$ cat config.mk
export PLATFORM = sky130hd
export DESIGN_NAME = autoreclose_sequencer
export DESIGN_NICKNAME = d
export VERILOG_FILES = /design/src/core/autoreclose_pkg.sv /design/src/core/tick_if.sv /design/src/core/autoreclose_sequencer.sv /design/src/core/tick_divider.sv /design/src/core/line_start_timer.sv
export VERILOG_INCLUDE_DIRS = /design/src /design/src/core
export SDC_FILE = /design/constraint.sdc
export NUM_CORES = 1
export LEC_CHECK = 0
export BUFFER_PORTS_ARGS = -buffer_cell sky130_fd_sc_hd__buf_2
export CORE_AREA = 2 2 391 393
export DETAILED_ROUTE_END_ITERATION = 6
export DIE_AREA = 0 0 393 395
export GPL_TIMING_DRIVEN = 0
export PLACE_DENSITY_LB_ADDON = 0.25
export SLEW_MARGIN = 20
export SYNTH_ARGS = -nofsm -noshare
export SYNTH_HDL_FRONTEND = slang
export SYNTH_SLANG_ARGS = --single-unit
$ cat constraint.sdc
create_clock -name ref_clk -period 5.8 [get_ports ref_clk]
set_clock_uncertainty 0.1 [all_clocks]
set_input_delay 0.87 -clock ref_clk [delete_from_list [all_inputs] [get_ports ref_clk]]
set_output_delay 0.87 -clock ref_clk [all_outputs]
set_load 0.005 [all_outputs]
$ cat src/core/autoreclose_defs.svh
// Purpose: timing counts and default values for the autoreclose sequencer
// Assumes: ref_clk at 250 MHz, time base of 10 ms
// Notes: all intervals are counted in 10 ms ticks
`ifndef AUTORECLOSE_DEFS_SVH
`define AUTORECLOSE_DEFS_SVH
`define CLK_FREQ_HZ 250000000
`define TICK_MS 10
`define TICK_CYCLES ((`CLK_FREQ_HZ / 1000) * `TICK_MS)
`define TIME_MIN_TICKS 16'd2
`define TIME_MAX_TICKS 16'd30000
`define DEAD_DEFAULT_TICKS 16'd500
`define START_DEFAULT_TICKS 16'd2
`define DISCR_DEFAULT_TICKS 16'd2
`define RECLAIM_DEFAULT_TICKS 16'd1000
`define FINAL_TRIP_MS 500
`define FINAL_TRIP_TICKS (`FINAL_TRIP_MS / `TICK_MS)
`define NUM_SHOTS 5
`define NUM_LINES 4
`define EVT_SOFT_DEFAULT 6'h00
`define EVT_TRIP_DEFAULT 3'h7
`endif

$ cat src/core/autoreclose_pkg.sv
// Purpose: types shared by the autoreclose sequencer modules
// Assumes: five shots, four request lines
// Notes: state codes are one-hot
package autoreclose_pkg;
  typedef logic [15:0] ticks_t;
  typedef enum logic [9:0] {
    ST_INIT = 10'h001,
    ST_RECLAIM = 10'h002,
    ST_READY = 10'h004,
    ST_WAIT_OPEN = 10'h008,
    ST_WAIT_CLOSE = 10'h010,
    ST_DISCRIM = 10'h020,
    ST_LOCKED = 10'h040,
    ST_FINAL_TRIP = 10'h080,
    ST_CB_FAIL = 10'h100,
    ST_INHIBIT = 10'h200
  } ar_state_e;
  typedef enum logic [1:0] {
    TMR_RECLAIM = 2'h0,
    TMR_START = 2'h1,
    TMR_DEAD = 2'h2,
    TMR_DISCRIM = 2'h3
  } timer_kind_e;
endpackage : autoreclose_pkg

$ cat src/core/tick_if.sv
// Purpose: carries the time-base tick between sequencer modules
// Assumes: one clock domain
// Notes: tick is a one-cycle pulse
`timescale 1ns/1ps
`default_nettype none
interface tick_if;
  logic tick;
  modport src (output tick);
  modport dst (input tick);
endinterface : tick_if
`default_nettype wire

$ cat src/core/autoreclose_sequencer.sv
// Purpose: automatic reclosing sequencer, up to five shots, four request lines
// Assumes: settings are static inputs in 10 ms ticks; breaker feedback is async
// Notes: events are one-cycle pulses gated by their enables
// Behaviour
// one dead interval per shot, shared by all lines, default 5.00 s
// per shot, each line has an enable deciding if it starts the shot
// per line per shot start delay, default 0.02 s, before opening; only shot one's delays are used, later shots open at once
// per line per shot discrimination interval, default 0.02 s, after reclose
// six individually enabled events, default off
// three final trip events individually enabled, default on
// report current shot number, one to five
// count failed shots and total sequence starts
// per shot start counters for lines one and two
// request begins the first shot's start delay of its line
// on start delay expiry assert open command until breaker open
// breaker open releases open command, starts dead interval
// dead interval expiry asserts close command until breaker closed
// breaker closed releases close command, starts discrimination
// fault still present after discrimination reopens, next enabled shot
// fault cleared runs reclaim, then success and back to shot one
// reclaim 0.02-300 s default 10 s; manual close reclaim ignores requests
// simultaneous expiry picks line one first, line four last
// final trip sets the causing line's signal for 0.5 s
// critical request final trips in dead or discrimination, else ignored
// state indication of ten states
// indicate running or last interval kind
`timescale 1ns/1ps
`default_nettype none
`include "autoreclose_defs.svh"
module autoreclose_sequencer #(
  parameter int unsigned TICK_CYCLES = `TICK_CYCLES // clocks per 10 ms tick
) (
  input wire logic ref_clk, // 250 MHz clock
  input wire logic rstn, // async reset, active low
  input wire logic function_enable, // function on
  input wire logic [3:0] request_lines, // request_line_one..request_line_four, async
  input wire logic critical_request, // critical request, async
  input wire logic breaker_is_open, // position feedback, async
  input wire logic breaker_is_closed, // position feedback, async
  input wire logic manual_close, // manual close pulse, same clock
  input wire logic [79:0] shot_dead_interval, // 5 x 16 ticks
  input wire logic [19:0] shot_line_enable, // 5 x 4 enables
  input wire logic [319:0] line_start_delay, // shot*4+line x 16 ticks
  input wire logic [319:0] line_discrim_interval, // shot*4+line x 16 ticks
  input wire logic [15:0] reclaim_interval, // reclaim ticks
  input wire logic [5:0] soft_event_enable, // crit end, release, stop, ft ready, on, off
  input wire logic [2:0] trip_event_enable, // critical, line one, line two
  output logic breaker_open_cmd, // open the breaker
  output logic breaker_close_cmd, // close the breaker
  output autoreclose_pkg::ar_state_e state_ind, // state indication
  output autoreclose_pkg::timer_kind_e timer_kind, // running or last interval
  output logic [2:0] shot_number, // current shot 1..5
  output logic [15:0] total_start_counter, // sequence starts
  output logic [15:0] fail_counter, // failed shots
  output logic [79:0] line_one_shot_counts, // 5 x 16 starts
  output logic [79:0] line_two_shot_counts, // 5 x 16 starts
  output logic [4:0] final_trip_sig, // lines 1..4 then critical
  output logic critical_end_event, // event pulse
  output logic release_event, // event pulse
  output logic stopped_event, // event pulse
  output logic final_trip_ready_event, // event pulse
  output logic function_enabled_event, // event pulse
  output logic function_disabled_event, // event pulse
  output logic critical_final_trip_event, // event pulse
  output logic line_one_final_trip_event, // event pulse
  output logic line_two_final_trip_event // event pulse
);
  import autoreclose_pkg::*;

  ////////////////////////////////////////////////////////////////////////////
  // synchronisers: first stage read only by second
  logic [6:0] sync1_q, sync2_q;
  always_ff @(posedge ref_clk or negedge rstn)
  begin
    if (!rstn)
    begin
      sync1_q <= 7'h00;
      sync2_q <= 7'h00;
    end
    else
    begin
      sync1_q <= {breaker_is_closed, breaker_is_open, critical_request, request_lines};
      sync2_q <= sync1_q;
    end
  end
  logic [3:0] req;
  logic crit, cb_open, cb_closed;
  assign req = sync2_q[3:0];
  assign crit = sync2_q[4];
  assign cb_open = sync2_q[5];
  assign cb_closed = sync2_q[6];

  ////////////////////////////////////////////////////////////////////////////
  // time base and start timers
  tick_if tk ();
  tick_divider #(.TICK_CYCLES(TICK_CYCLES)) u_div (
    .ref_clk(ref_clk),
    .rstn(rstn),
    .tk(tk)
  );

  ar_state_e st_q, st_d;
  logic [2:0] shot_q, shot_d; // zero-based shot index
  ticks_t tmr_q, tmr_d;
  logic [1:0] line_q, line_d;
  timer_kind_e kind_q, kind_d;
  logic manual_q, manual_d;
  logic [7:0] ft_cnt_q, ft_cnt_d;
  logic [4:0] ft_q, ft_d;
  logic [15:0] starts_q, starts_d, fails_q, fails_d;
  logic [15:0] cnt1_q [5];
  logic [15:0] cnt1_d [5];
  logic [15:0] cnt2_q [5];
  logic [15:0] cnt2_d [5];
  logic [8:0] ev_q, ev_d;
  logic ena_q, crit_q;

  logic fire;
  logic [1:0] fire_line;
  logic arm;
  assign arm = (st_q == ST_READY) && !manual_q && function_enable;
  // sequences always begin at shot one
  line_start_timer u_start (
    .ref_clk(ref_clk),
    .rstn(rstn),
    .tk(tk),
    .arm(arm),
    .req(req),
    .allowed(shot_line_enable[3:0]),
    .delay(line_start_delay[63:0]),
    .fire(fire),
    .fire_line(fire_line)
  );

  // next shot enabled for a line, or 7 if none left
  function automatic logic [2:0] next_shot(input logic [2:0] cur, input logic [1:0] ln,
                                           input logic [19:0] en);
    logic [2:0] r;
    r = 3'h7;
    for (int s = 4; s >= 0; s--)
      if (s > cur && en[s*4 + ln])
        r = 3'(s);
    return r;
  endfunction : next_shot

  function automatic ticks_t pick16(input logic [319:0] v, input logic [2:0] s, input logic [1:0] ln);
    return v[(s*4 + ln)*16 +: 16];
  endfunction : pick16

  ////////////////////////////////////////////////////////////////////////////
  // sequencer next-state
  always_comb
  begin
    logic [2:0] nxt;
    nxt = 3'h0;
    st_d = st_q;
    shot_d = shot_q;
    tmr_d = (tk.tick && tmr_q != 16'h0) ? tmr_q - 16'h1 : tmr_q;
    line_d = line_q;
    kind_d = kind_q;
    manual_d = manual_q;
    ft_cnt_d = (tk.tick && ft_cnt_q != 8'h0) ? ft_cnt_q - 8'h1 : ft_cnt_q;
    ft_d = (ft_cnt_q == 8'h0) ? 5'h00 : ft_q;
    starts_d = starts_q;
    fails_d = fails_q;
    for (int i = 0; i < 5; i++)
    begin
      cnt1_d[i] = cnt1_q[i];
      cnt2_d[i] = cnt2_q[i];
    end
    ev_d = 9'h000;
    ev_d[0] = crit_q && !crit; // critical end
    ev_d[4] = function_enable && !ena_q;
    ev_d[5] = !function_enable && ena_q;
    ev_d[3] = tk.tick && ft_cnt_q == 8'h1; // final trip signal ends
    if (!function_enable && st_q != ST_INHIBIT)
      st_d = ST_INHIBIT;
    else
    begin
      case (st_q)
        ST_INIT, ST_INHIBIT:
        begin
          st_d = function_enable ? ST_READY : ST_INHIBIT;
          shot_d = 3'h0;
        end
        ST_READY:
        begin
          if (manual_close)
          begin
            st_d = ST_RECLAIM;
            manual_d = 1'b1;
            kind_d = TMR_RECLAIM;
            tmr_d = reclaim_interval;
          end
          else if (fire)
          begin
            st_d = ST_WAIT_OPEN;
            line_d = fire_line;
            kind_d = TMR_START;
            shot_d = 3'h0;
            starts_d = starts_q + 16'h1;
            if (fire_line == 2'h0)
              cnt1_d[0] = cnt1_q[0] + 16'h1;
            if (fire_line == 2'h1)
              cnt2_d[0] = cnt2_q[0] + 16'h1;
          end
          else if (|req)
            kind_d = TMR_START;
        end
        ST_WAIT_OPEN:
        begin
          if (cb_open)
          begin
            st_d = ST_WAIT_CLOSE;
            kind_d = TMR_DEAD;
            tmr_d = shot_dead_interval[shot_q*16 +: 16];
          end
        end
        ST_WAIT_CLOSE:
        begin
          if (crit)
            st_d = ST_FINAL_TRIP;
          else if (tmr_q == 16'h0 && cb_closed)
          begin
            st_d = ST_DISCRIM;
            kind_d = TMR_DISCRIM;
            tmr_d = pick16(line_discrim_interval, shot_q, line_q);
          end
        end
        ST_DISCRIM:
        begin
          nxt = next_shot(shot_q, line_q, shot_line_enable);
          if (crit)
            st_d = ST_FINAL_TRIP;
          else if (tmr_q == 16'h0)
          begin
            if (!req[line_q])
            begin
              st_d = ST_RECLAIM;
              kind_d = TMR_RECLAIM;
              tmr_d = reclaim_interval;
            end
            else
            begin
              fails_d = fails_q + 16'h1;
              if (nxt == 3'h7)
                st_d = ST_FINAL_TRIP;
              else
              begin
                st_d = ST_WAIT_OPEN;
                shot_d = nxt;
                kind_d = TMR_START;
                if (line_q == 2'h0)
                  cnt1_d[nxt] = cnt1_q[nxt] + 16'h1;
                if (line_q == 2'h1)
                  cnt2_d[nxt] = cnt2_q[nxt] + 16'h1;
              end
            end
          end
        end
        ST_RECLAIM:
        begin
          // requests and critical are ignored while reclaiming
          if (tmr_q == 16'h0)
          begin
            st_d = ST_READY;
            shot_d = 3'h0;
            manual_d = 1'b0;
            ev_d[1] = 1'b1; // release
          end
        end
        ST_FINAL_TRIP:
        begin
          st_d = ST_LOCKED;
          ft_d = 5'h00;
          ft_d[crit ? 3'h4 : {1'b0, line_q}] = 1'b1;
          ft_cnt_d = 8'(`FINAL_TRIP_TICKS);
          ev_d[2] = 1'b1; // stopped
          ev_d[6] = crit;
          ev_d[7] = !crit && line_q == 2'h0;
          ev_d[8] = !crit && line_q == 2'h1;
        end
        ST_LOCKED, ST_CB_FAIL:
        begin
          // leave lockout once the breaker is back closed and lines calm
          if (cb_closed && req == 4'h0)
          begin
            st_d = ST_RECLAIM;
            kind_d = TMR_RECLAIM;
            tmr_d = reclaim_interval;
          end
        end
        default:
          st_d = ST_INIT;
      endcase
    end
  end

  always_ff @(posedge ref_clk or negedge rstn)
  begin
    if (!rstn)
    begin
      st_q <= ST_INIT;
      shot_q <= 3'h0;
      tmr_q <= 16'h0;
      line_q <= 2'h0;
      kind_q <= TMR_RECLAIM;
      manual_q <= 1'b0;
      ft_cnt_q <= 8'h0;
      ft_q <= 5'h00;
      starts_q <= 16'h0;
      fails_q <= 16'h0;
      ev_q <= 9'h000;
      ena_q <= 1'b1; // enabled is the idle level, so no false event after reset
      crit_q <= 1'b0;
      for (int i = 0; i < 5; i++)
      begin
        cnt1_q[i] <= 16'h0;
        cnt2_q[i] <= 16'h0;
      end
    end
    else
    begin
      st_q <= st_d;
      shot_q <= shot_d;
      tmr_q <= tmr_d;
      line_q <= line_d;
      kind_q <= kind_d;
      manual_q <= manual_d;
      ft_cnt_q <= ft_cnt_d;
      ft_q <= ft_d;
      starts_q <= starts_d;
      fails_q <= fails_d;
      ev_q <= ev_d;
      ena_q <= function_enable;
      crit_q <= crit;
      for (int i = 0; i < 5; i++)
      begin
        cnt1_q[i] <= cnt1_d[i];
        cnt2_q[i] <= cnt2_d[i];
      end
    end
  end

  ////////////////////////////////////////////////////////////////////////////
  // outputs
  assign breaker_open_cmd = (st_q == ST_WAIT_OPEN) && !cb_open;
  assign breaker_close_cmd = (st_q == ST_WAIT_CLOSE) && tmr_q == 16'h0 && !cb_closed;
  assign state_ind = st_q;
  assign timer_kind = kind_q;
  assign shot_number = shot_q + 3'h1;
  assign total_start_counter = starts_q;
  assign fail_counter = fails_q;
  assign final_trip_sig = ft_q;
  genvar g;
  generate
    for (g = 0; g < 5; g++)
    begin : g_cnt
      assign line_one_shot_counts[g*16 +: 16] = cnt1_q[g];
      assign line_two_shot_counts[g*16 +: 16] = cnt2_q[g];
    end
  endgenerate
  // gated events
  assign critical_end_event = ev_q[0] && soft_event_enable[0];
  assign release_event = ev_q[1] && soft_event_enable[1];
  assign stopped_event = ev_q[2] && soft_event_enable[2];
  assign final_trip_ready_event = ev_q[3] && soft_event_enable[3];
  assign function_enabled_event = ev_q[4] && soft_event_enable[4];
  assign function_disabled_event = ev_q[5] && soft_event_enable[5];
  assign critical_final_trip_event = ev_q[6] && trip_event_enable[0];
  assign line_one_final_trip_event = ev_q[7] && trip_event_enable[1];
  assign line_two_final_trip_event = ev_q[8] && trip_event_enable[2];
endmodule : autoreclose_sequencer
`default_nettype wire

$ cat src/core/tick_divider.sv
// Purpose: divides ref_clk down to the 10 ms time-base tick
// Assumes: tick period fits in 32 bits
// Notes: tick is a single-cycle enable, not a clock
`timescale 1ns/1ps
`default_nettype none
`include "autoreclose_defs.svh"
module tick_divider #(
  parameter int unsigned TICK_CYCLES = `TICK_CYCLES
) (
  input wire logic ref_clk, // system clock
  input wire logic rstn, // async reset, active low
  tick_if.src tk // tick out
);
  import autoreclose_pkg::*;
  logic [31:0] cnt_q, cnt_d;
  // wrap counter, tick on terminal count
  always_comb
  begin
    cnt_d = (cnt_q == TICK_CYCLES - 1) ? 32'h0 : cnt_q + 32'h1;
  end
  always_ff @(posedge ref_clk or negedge rstn)
  begin
    if (!rstn)
      cnt_q <= 32'h0;
    else
      cnt_q <= cnt_d;
  end
  assign tk.tick = (cnt_q == TICK_CYCLES - 1);
endmodule : tick_divider
`default_nettype wire

$ cat src/core/line_start_timer.sv
// Purpose: per-line start delay counters with priority pick
// Assumes: delay settings already chosen for the running shot
// Notes: a counter restarts whenever its request drops
`timescale 1ns/1ps
`default_nettype none
`include "autoreclose_defs.svh"
module line_start_timer (
  input wire logic ref_clk, // system clock
  input wire logic rstn, // async reset, active low
  tick_if.dst tk, // time base
  input wire logic arm, // counting allowed
  input wire logic [3:0] req, // synchronised requests
  input wire logic [3:0] allowed, // line may start this shot
  input wire logic [63:0] delay, // per-line start delay ticks
  output logic fire, // some delay elapsed
  output logic [1:0] fire_line // winning line index
);
  import autoreclose_pkg::*;
  ticks_t cnt_q [4];
  ticks_t cnt_d [4];
  logic [3:0] done;
  genvar g;
  generate
    for (g = 0; g < 4; g++)
    begin : g_line
      // count only while the line is requesting and armed
      always_comb
      begin
        if (!(arm && req[g] && allowed[g]))
          cnt_d[g] = 16'h0;
        else if (tk.tick && !done[g])
          cnt_d[g] = cnt_q[g] + 16'h1;
        else
          cnt_d[g] = cnt_q[g];
      end
      always_ff @(posedge ref_clk or negedge rstn)
      begin
        if (!rstn)
          cnt_q[g] <= 16'h0;
        else
          cnt_q[g] <= cnt_d[g];
      end
      assign done[g] = arm && req[g] && allowed[g] && (cnt_q[g] >= delay[g*16 +: 16]);
    end
  endgenerate
  // line one wins ties, line four loses
  always_comb
  begin
    fire = |done;
    if (done[0])
      fire_line = 2'h0;
    else if (done[1])
      fire_line = 2'h1;
    else if (done[2])
      fire_line = 2'h2;
    else
      fire_line = 2'h3;
  end
endmodule : line_start_timer
`default_nettype wire

* Word-level counts from Yosys, hierarchy flattened
Cells that the tools add are included.
** Storage, ports and cells
- Output and inout port bits :: 223
- Register bits after elaboration :: 360
- Bits of input ports :: 776
- Word-level logic and storage cells :: 318
** Cells by class
- Bitwise gates (word level) :: 5
- Add/subtract/negate cells :: 19
- Muxes and demuxes :: 119
- Magnitude comparators :: 17
- Shifts and indexed selects :: 2
- Equality and inequality tests :: 44
- Reduce and logical (&&, ||, !) cells :: 82
** Operator list (number)
- $mux W80 :: 10
- $mux W16 :: 29
- $shiftx A320 B11 Y16 :: 1
- $add A16 B1 Y16 const B :: 10
- $bwmux W80 :: 2
- $mux W10 :: 11
- $bmux W16 S3 :: 2
- $pmux W10 S8 :: 1
- $pmux W16 S5 :: 1
- $shiftx A80 B8 Y16 :: 1
- $ge A16 B16 Y1 :: 4
- $pmux W16 S2 :: 2
- $demux W16 S3 :: 1
- $logic_and A1 B1 Y1 :: 47
- $mux W3 :: 15
- $mux W8 :: 5
- $ne A2 B2 Y1 const B :: 17
- $add A32 B1 Y32 const B :: 1
- $eq A32 B22 Y1 const B :: 1
- $mux W32 :: 1
- $mux W2 :: 15
- $reduce_and A10 Y1 :: 3
- $bmux W1 S5 :: 4
- $logic_not A16 Y1 :: 1
- other kinds (61) :: 103

* Logic depth before layout (Yosys ltp)
Gate-level depths: netlist of run 1.
- Depth in word-level cells :: 22
- Gate-level depth with buffers :: 19
- Depth with buffers taken out :: 16

* Hierarchy
Synthesis of run 1 repeated with hierarchy kept, for this count alone.
** Unflattened totals
- Cells, all modules :: 2376
- Area total of the unflattened synthesis :: 23040.8 µm²
** By module, submodules not included
- autoreclose_sequencer :: cells an instance 1623, instances 1, area each 16323.2 µm², sequential area each 6583.8 µm²
- line_start_timer :: cells an instance 600, instances 1, area each 5104.9 µm², sequential area each 1601.5 µm²
- tick_divider :: cells an instance 153, instances 1, area each 1612.8 µm², sequential area each 800.8 µm²

* Worst setup path before layout of run 1
OpenSTA, ideal clock, no wires.
- Path type :: input port to flip-flop
- Start point :: input port shot_line_enable[7]
- End point :: register cnt1_q, in the netlist line_one_shot_counts[46]
- Required time :: 5572 ps
- Arrival time :: 4115 ps
- Buffers on the path :: 3
- Slack :: 1458 ps
- Setup time :: 128 ps
- Stages on the path :: 16
- Cell sequence :: mux4_2 and2_1 buf_4 buf_2 buf_2 a221oi_1 a21oi_1 nor2_1 ha_1 inv_1 or3b_4 nor4_4 nand2_2 nor3_2 xor2_1 o21ai_1
** On the way
- Longest elaborated chain between the ends :: 15
- Elaborated cells on any way between the ends :: 32
- Those cells by class :: add/sub: 1; order compare: 2; eq/ne: 1; mux: 20; bitwise: 2; reduce/logical: 6
** RTL lines
- start, declared :: line autoreclose_sequencer.sv:42 : input wire logic [19:0] shot_line_enable,
- $bmux W1 S5 :: line autoreclose_sequencer.sv:141 : if (s > cur && en[s*4 + ln])
- $mux W1 (not written as such) :: line autoreclose_sequencer.sv:141
- $logic_and A1 B1 Y1 :: line autoreclose_sequencer.sv:141
- $mux W2 :: line autoreclose_sequencer.sv:141
- $mux W3 (2 in series) :: line autoreclose_sequencer.sv:141
- $mux W3 * :: line autoreclose_sequencer.sv:141
- $mux W3 * :: line autoreclose_sequencer.sv:180 : case (st_q)
- $mux W3 * :: line autoreclose_sequencer.sv:176 : if (!function_enable && st_q != ST_INHIBIT)
- $not A3 Y4 (not written as such) :: line autoreclose_sequencer.sv:254 : cnt1_d[nxt] = cnt1_q[nxt] + 16'h1;
- $bmux W16 S3 (tied with other cells) :: line autoreclose_sequencer.sv:254
- $mux W16 (not written as such) / $logic_and A1 B1 Y1 (equally long branches) :: line autoreclose_sequencer.sv:254
- $mux W16 (not written as such) :: line autoreclose_sequencer.sv:254
- $add A16 B1 Y16 / $demux W16 S3 (equally long branches) :: line autoreclose_sequencer.sv:254
- $bwmux W80 :: line autoreclose_sequencer.sv:254
- end signal, assigned by index :: line autoreclose_sequencer.sv:339 : cnt1_q[i] <= cnt1_d[i];
- end, declared :: line autoreclose_sequencer.sv:111 : logic [15:0] cnt1_q [5];
Mark *: on every way between the ends. The rest lies on a longest branch, timed or not. The select of a mux whose other input is x is not followed.
A chain may end at the register's enable or synchronous reset.

* Worst setup path in the final report of run 1
- Start point :: register shot_q[0]
- End point :: register cnt1_q, in the netlist line_one_shot_counts[46]
** On the way
- Longest elaborated chain between the ends :: 14
- Elaborated cells on any way between the ends :: 28
- Those cells by class :: add/sub: 1; order compare: 6; eq/ne: 1; mux: 12; bitwise: 2; reduce/logical: 6
** RTL lines
- start, declared :: line autoreclose_sequencer.sv:103 : logic [2:0] shot_q, shot_d;
- start signal, assigned :: line autoreclose_sequencer.sv:325 : shot_q <= shot_d;
- $gt A3 B3 Y1 :: line autoreclose_sequencer.sv:141
- $logic_and A1 B1 Y1 :: line autoreclose_sequencer.sv:141
- $mux W2 :: line autoreclose_sequencer.sv:141
- $mux W3 (2 in series) :: line autoreclose_sequencer.sv:141
- $mux W3 * :: line autoreclose_sequencer.sv:141
- $mux W3 * :: line autoreclose_sequencer.sv:180
- $mux W3 * :: line autoreclose_sequencer.sv:176
- $not A3 Y4 (not written as such) :: line autoreclose_sequencer.sv:254
- $bmux W16 S3 (tied with other cells) :: line autoreclose_sequencer.sv:254
- $mux W16 (not written as such) / $logic_and A1 B1 Y1 (equally long branches) :: line autoreclose_sequencer.sv:254
- $mux W16 (not written as such) :: line autoreclose_sequencer.sv:254
- $add A16 B1 Y16 / $demux W16 S3 (equally long branches) :: line autoreclose_sequencer.sv:254
- $bwmux W80 :: line autoreclose_sequencer.sv:254
Marked as above.

==> out/qor.yml, run 1 <==
layout:
  finalInstanceArea_sq_um: 30300
  layout-drive-gt1-share: 0.316
  areaGrowthSynthToFinish_pct: 37.2
  nNetsFinal: 3950
  fillers: 17000
synth:
  syn-mean-instance-area_sq_um: 9.64
  netlist-cell-type-count: 86
  count_of_flip_flops_with_a_built_in_enable_after_synthesis: 0
  synth.yosys.seq_area_share: 0.407
  ys.flop_type: "dfrtp_1"
  post_synth_instance_area_sq_um: 22100
  ys_warn_count: 0
  synthesis.nets: 3149
  asyncSetResetFlopFracSynth: 1.00
  synth_seq_cells: 359
  syn_inst: 2291
global_route:
  grt_pass1_wl_um: 174000
  globalRouteMet3Util: 0.0300
  grtUsageMet1: 0.203
  grt_overflow: 0
  number_of_global_route_vias_before_repair: 21700
  use_met2: 0.261
  gr-usage-all-layers: 0.159
  grt_max_degree: 83
  grt_antenna_before_repair: 51
  gr-max-usage-layer: "met2"
sta:
  fin_tns_setup_ns: 0
  period_share: 0.936
  setup_viol_count_final: 0
  tightestPinTransition_ns: 1.12
  timing.final.max_slew_violations: 0
  finalWorstPathRequiredPeriod_ns: 5.43
  postLayoutSetupSlackWorst_ns: 0.370
  report.final.hold_viol_count: 0
  achievable-frequency_mhz: 184
  rsz_0062_raised_after_global_routing: "false"
  max-slew-margin-rel: 0.250
route:
  via_count: 21900
  viasPerCell: 4.24
  totalWireLength_um: 127000
  first_pass_iters: 5
  routedWlPerCell_um: 24.6
  drt_iter0_markers: 1583
  antenna_left: 0
  route.detailed.drc: 0
placed_design:
  globalplace.congestion: 0.957
  post-place-ws_ns: 0.129
  placement.cell_area_sq_um: 28600
  place.port_buffers: 741
  place_hpwl_um: 107000
pwr:
  max-vdd-ir-drop_uv: 226
  pwr-share-clk: 0.468
  powerDensity_nw_per_um2: 223
  report.power.total_mw: 6.75
  sequential_power_share: 0.393
  comb_power_share: 0.139
  switching_share: 0.282
  p_leak_nw: 14.0
  cell_internal_pwr_mw: 4.84
  power.net_switching_mw: 1.90
clock_network:
  clock_tree.buffer_depth: 3
  insertion_delay_ns: 0.61
  cts_num_sinks: 359
  clk_pin_slew_worst_paths_ns: 0.06
  cts_tree: "yes"
  htree_num_levels: 2
  numCtsBuffers: 48
  root_buffer: "clkbuf_16"
worst_setup_path:
  critical_path.endpoint: "line_one_shot_counts[46]$_DFFE_PN0P_"
  cpPeakStageDelay_ns: 0.43
  path_common_cell: "buf_2"
  critPathTopFamily: "simple AND/OR/NAND/NOR gates"
  crit_arrival_ns: 5.81
  critical_path.reg2reg.startpoint: "shot_q[0]$_DFFE_PN0P_"
  critical_path.endpoint_type: "flip-flop"
  crit_path_start_kind: "flip-flop"
  worst_path_slowest_cell: "dfrtp_1"
  path_buf_inv: 5
  reg2reg_to: "line_one_shot_counts[46]$_DFFE_PN0P_"
  r2r_setup_slack_ns: 0.37
  critical_path_cell_by_cell: "buf_2 -> inv_2 -> buf_2 -> ha_1 -> o31ai_1 -> and2_2 -> buf_2 -> nand2_1 -> a221oi_1 -> a21oi_1 -> nor2_1 -> ha_1 -> inv_1 -> or3b_4 -> nor4_4 -> nand2_2 -> nor3_2 -> xor2_1 -> o21ai_1"
  critPathMaxFanout: 12
  critPathLaunch: "shot_q[0]$_DFFE_PN0P_"
  reg2regPathDepth: 19
  worst_path_class_setup: "reg -> reg"
  worstPathRequired_ns: 6.18
  crit_cells: 19
floorplan:
  die_width_um: 393
  die_y_extent_um: 395
  placement_rows: 143
  core-area_sq_um: 151000
  floorplan.initialDensity: 0.146
  top_level_ports: 999
  die_area_sq_um: 155000
min_path:
  timing.hold.worst.start: "sync1_q[0]$_DFF_PN0_"
  hold_path_class: "reg -> reg"
run:
  timing.max_cap.violations: 0
status:
  run_status: "completed"
[how the worst min path moves through the flow]
stage                                 endpoint  cells past startpoint
final                     sync2_q[0]$_DFF_PN0_                      0
after floorplan           sync2_q[0]$_DFF_PN0_                      0
after detailed placement  sync2_q[6]$_DFF_PN0_                      0
after global routing      sync1_q[5]$_DFF_PN0_                      1
after global placement    sync2_q[3]$_DFF_PN0_                      0
after CTS                 sync1_q[5]$_DFF_PN0_                      1
[registers in the layout (all words and copies together), names as in the netlist, 2 cells and up]
signal / flops
sync1_q: 7
u_div.cnt_q: 32
final_trip_sig: 5
state_ind: 9
timer_kind: 2
ev_q: 9
line_q: 2
u_start.cnt_q: 64
fail_counter: 16
sync2_q: 7
shot_q: 3
tmr_q: 16
line_one_shot_counts: 80
total_start_counter: 16
ft_cnt_q: 8
line_two_shot_counts: 80
[what timing repair did]
action / 4_1_cts / 5_1_grt
hold buffers: 1 / 0
hold endpoints to repair: 31 / 0
buffers inserted: 0 / 0
gates resized for setup: 0 / 4
setup endpoints to repair: 1 / 15
[metrics by stage]
step,hold WS (ns),cells,util
after detailed placement,0.240,5072,0.189
after global placement,0.237,5062,0.187
after CTS,0.192,5159,0.200
after global routing,0.211,5167,0.200
final,0.249,5178,0.201
after floorplan,0.231,2291,-
[cell usage in the layout (no fill, tap or decap), types with 13 or more instances in the layout]
cell type	instances
nand2_1	257
ha_1	82
o22a_1	30
diode_2	19
mux2_2	13
nand2b_1	18
a21o_1	44
mux4_2	83
nor3_1	40
dfrtp_1	357
and2_1	20
clkbuf_1	74
a221oi_1	24
nor4_1	16
and3_1	39
o21ai_0	155
xnor2_1	118
nand3_1	102
o22ai_1	26
buf_1	13
buf_2	753
xor2_1	72
o21ai_1	21
nand4_1	38
inv_1	105
clkbuf_16	49
mux2i_1	38
or3_1	19
nor2_1	187
a21oi_1	107
a22oi_1	21
[Yosys cell counts (4+ instances only)]
cell        n  share of area
a221oi_1   24         0.0095
mux4_2     83          0.085
dfrtp_1   357           0.40
o21ai_0   155          0.035
o221ai_1    8         0.0032
nor4b_1     5         0.0020
o211a_1     4         0.0018
a21oi_1   107          0.024
mux2_2     13         0.0066
a31o_2      5         0.0020
nand3_1   102          0.023
a31oi_1    12         0.0034
a22oi_1    21         0.0071
nand4_1    38          0.011
ha_1       82          0.046
buf_2      11         0.0025
or3_1      19         0.0054
and2_1     20         0.0057
nor2b_1     4         0.0011
nor3b_1     6         0.0020
mux2i_1    38          0.017
a32oi_1     4         0.0016
and3_1     39          0.011
nand2b_1   18         0.0051
a21o_1     44          0.015
or4_1       8         0.0027
nor4_1     17         0.0048
xnor2_1   118          0.047
nor2_1    187          0.032
nor3_1     42         0.0095
buf_1      15         0.0025
o211ai_1    7         0.0024
and4_1     10         0.0040
nand4b_1    4         0.0016
o22ai_1    26         0.0074
inv_1     105          0.018
a211oi_1    6         0.0020
xor2_1     72          0.029
nand3b_1    5         0.0017
o21ai_1    22         0.0050
clkbuf_1   71          0.012
o22a_1     30          0.012
nand2_1   257          0.044
[area by class of cell]
cell class                      count  area, sq um  share of cell area
Timing Repair Buffer              752         3950               0.130
Tap cell                         2030         2540              0.0838
Inverter                          109          409              0.0135
Clock inverter                     25          305              0.0101
Antenna cell                       19         47.5             0.00157
Multi-Input combinational cell   1720        12300               0.406
Clock buffer                       62         1330              0.0437
Buffer                            102          438              0.0144
Sequential cell                   359         8990               0.296
[layer usage]
metal	wire, um	vias up
met5	122	-
met2	59400	939
met3	8010	222
met1	53600	10800
li1	-	9926
met4	6170	20
[cell families (layout without fill, tap and decap cells)]
group	after synthesis	after routing	synth area share
fa+ha+maj	82	82	0.0464
buf+inv	212	1050	0.0382
mux	137	137	0.111
flops	359	359	0.407
compound gates	506	506	0.145
simple gates	804	804	0.177
other cells	1	20	0.000170
xor+xnor	190	190	0.0753
[power groups by stage]
| stage | Sequential (mW) | Combinational [mW] | Clock, mW |
|---|---|---|---|
| 5_1_grt | 2.66 | 1.02 | 3.36 |
| 6_report | 2.65 | 0.938 | 3.16 |
| 3_3_place_gp | 2.69 | 0.910 | 0 |
| 3_5_place_dp | 2.69 | 0.940 | 0 |
| 4_1_cts | 2.65 | 0.945 | 3.28 |
| 2_1_floorplan | 2.68 | 0.418 | 0 |
Power figures use the tool's default switching activity.
==> inputs of run 2 (changes only) <==
Settings changed: ABC_AREA set to 1, CORE_AREA 2 2 391 393 to 2 2 390 392, DIE_AREA 0 0 393 395 to 0 0 392 394.
==> out/qor.yml, run 2 <==
status:
  run_status: "completed"
route:
  drt_iter0_markers: 2081
  routedWlPerCell_um: 24.0
  totalWireLength_um: 151000
  via_count: 27500
  antenna_left: 0
  first_pass_iters: 6
  viasPerCell: 4.37
  route.detailed.drc: 0
placed_design:
  globalplace.congestion: 0.910
  place_hpwl_um: 125000
  placed_cells: 6194
  placement.cell_area_sq_um: 30800
  place.port_buffers: 741
worst_setup_path:
  crit_arrival_ns: 5.75
  critPathLaunch: "shot_q[0]$_DFFE_PN0P_"
  worst_path_slowest_cell: "clkinv_1"
  crit_cells: 18
  path_buf_inv: 8
  critical_path.endpoint_type: "flip-flop"
  critPathTopFamily: "buffers and inverters"
  crit_path_start_kind: "flip-flop"
  reg2reg_to: "line_two_shot_counts[45]$_DFFE_PN0P_"
  reg2regPathDepth: 18
  cpPeakStageDelay_ns: 0.73
  critical_path_cell_by_cell: "buf_6 -> clkinv_1 -> clkbuf_2 -> ha_1 -> nor2_1 -> nand2_2 -> buf_6 -> nand3_2 -> inv_2 -> nand2_2 -> nand4_1 -> nor2_1 -> inv_2 -> nor2_4 -> inv_1 -> clkbuf_1 -> nand2_1 -> nand2_1"
  worstPathRequired_ns: 6.20
  r2r_setup_slack_ns: 0.45
  critical_path.reg2reg.startpoint: "shot_q[0]$_DFFE_PN0P_"
  worst_path_class_setup: "reg -> reg"
  critPathMaxFanout: 10
  critical_path.endpoint: "line_two_shot_counts[45]$_DFFE_PN0P_"
floorplan:
  die_area_sq_um: 154000
  die_y_extent_um: 394
  core-area_sq_um: 151000
  placement_rows: 143
  top_level_ports: 999
  floorplan.initialDensity: 0.161
  die_width_um: 392
pwr:
  cell_internal_pwr_mw: 4.88
  switching_share: 0.310
  pwr-share-clk: 0.446
  sequential_power_share: 0.381
  powerDensity_nw_per_um2: 218
  p_leak_nw: 15.9
  max-vdd-ir-drop_uv: 200
  power.net_switching_mw: 2.19
  comb_power_share: 0.173
global_route:
  globalRouteMet3Util: 0.0503
  grt_max_degree: 76
  grtUsageMet1: 0.229
  number_of_global_route_vias_before_repair: 26800
  grt_antenna_before_repair: 30
  grt_overflow: 0
  use_met2: 0.315
  gr-max-usage-layer: "met2"
  grt_pass1_wl_um: 207000
  gr-usage-all-layers: 0.188
synth:
  synth.most_common_cell: "nand2_1"
  ys_warn_count: 0
  post_synth_main_area_contributors: "dfrtp_1 37%, nand2_1 13%, inv_1 6.3%"
  synth.yosys.seq_area_share: 0.370
  ys.flop_type: "dfrtp_1"
  library_cell_with_the_largest_summed_area_after_synthesis: "dfrtp_1"
  netlist-cell-type-count: 66
  syn_inst: 3414
  syn-mean-instance-area_sq_um: 7.12
  post-synth-top-area-fraction: 0.368
  synthesis.nets: 4272
  synth_seq_cells: 359
  post_synth_instance_area_sq_um: 24300
  ys_top_cells_by_count: "851 x nand2_1, 407 x inv_1, 357 x dfrtp_1"
  count_of_flip_flops_with_a_built_in_enable_after_synthesis: 0
  asyncSetResetFlopFracSynth: 1.00
clock_network:
  numCtsBuffers: 48
  root_buffer: "clkbuf_16"
  clock_tree.buffer_depth: 3
  post_cts.repair.setup_buffers: 0
  clk_pin_slew_worst_paths_ns: 0.06
  holdBufCountCts: 1
  cts_tree: "yes"
  cts-resized-gates: 0
  insertion_delay_ns: 0.63
  cts_num_sinks: 359
  htree_num_levels: 2
sta:
  report.final.hold_viol_count: 0
  setup_viol_count_final: 0
  finalWorstPathRequiredPeriod_ns: 5.35
  rsz_0062_raised_after_global_routing: "false"
  achievable-frequency_mhz: 187
  timing.final.max_slew_violations: 0
  max-slew-margin-rel: 0.171
  tightestPinTransition_ns: 1.23
  period_share: 0.923
layout:
  layout-drive-gt1-share: 0.231
  layout.cells.most_common_list: "851 x nand2_1, 757 x buf_2, 407 x inv_1"
  nNetsFinal: 5073
  areaGrowthSynthToFinish_pct: 33.6
  final_common_cell: "nand2_1"
  layout.core_utilization: 0.216
  finalInstanceArea_sq_um: 32500
  fin_cells: 6293
min_path:
  hold_path_class: "reg -> reg"
run:
  timing.max_cap.violations: 0
## run 2: kinds of logic after synthesis
group | after synthesis | synth area share
xor+xnor | 76 | 0.0277
simple gates | 1679 | 0.305
flops | 359 | 0.370
fa+ha+maj | 82 | 0.0422
buf+inv | 551 | 0.0889
other cells | 1 | 0.000154
compound gates | 660 | 0.164
mux | 6 | 0.00247
## run 2: power by group through the flow
| stage | combinational, mW | sequential, mW | clock, mW |
|---|---|---|---|
| after floorplan | 0.605 | 2.71 | 0 |
| after global placement | 1.19 | 2.74 | 0 |
| after detailed placement | 1.21 | 2.74 | 0 |
| after CTS | 1.22 | 2.69 | 3.26 |
| after global routing | 1.36 | 2.71 | 3.35 |
| final | 1.22 | 2.69 | 3.15 |
## run 2: layout make-up
type                            count  area [sq um]
Antenna cell                       11          27.5
Buffer                            119           552
Clock buffer                       69          1400
Clock inverter                     18           234
Fill cell                       17200        118000
Inverter                          432          1620
Multi-Input combinational cell   2504         13200
Sequential cell                   359          8990
Tap cell                         2030          2540
Timing Repair Buffer              751          3930
## run 2: how the worst min path moves through the flow
stage                                     from              endpoint  slack (ns)  cells after the start
after floorplan           sync1_q[0]$_DFF_PN0_  sync2_q[0]$_DFF_PN0_        0.23                      0
after global placement    sync1_q[4]$_DFF_PN0_  sync2_q[4]$_DFF_PN0_        0.23                      0
after detailed placement  sync1_q[4]$_DFF_PN0_  sync2_q[4]$_DFF_PN0_        0.24                      0
after CTS                     critical_request  sync1_q[4]$_DFF_PN0_        0.20                      1
after global routing          critical_request  sync1_q[4]$_DFF_PN0_        0.21                      1
final                     sync1_q[4]$_DFF_PN0_  sync2_q[4]$_DFF_PN0_        0.25                      0
## run 2: through the flow
| stage | worst slack (ns) | power [mW] | setup TNS, ns | hold WS (ns) |
|---|---|---|---|---|
| after floorplan | 2.67 | 3.32 | 0 | 0.231 |
| after global placement | -4.63 | 3.93 | -1627.40 | 0.234 |
| after detailed placement | 0.295 | 3.95 | 0 | 0.236 |
| after CTS | 0.256 | 7.18 | 0 | 0.202 |
| after global routing | 0.201 | 7.42 | 0 | 0.210 |
| final | 0.449 | 7.07 | 0 | 0.250 |
## run 2: routing by layer
layer | part of all wire | wire (um)
met1 | 0.41 | 61900
met5 | 0.00064 | 96
met3 | 0.078 | 11800
met2 | 0.47 | 70500
met4 | 0.043 | 6470
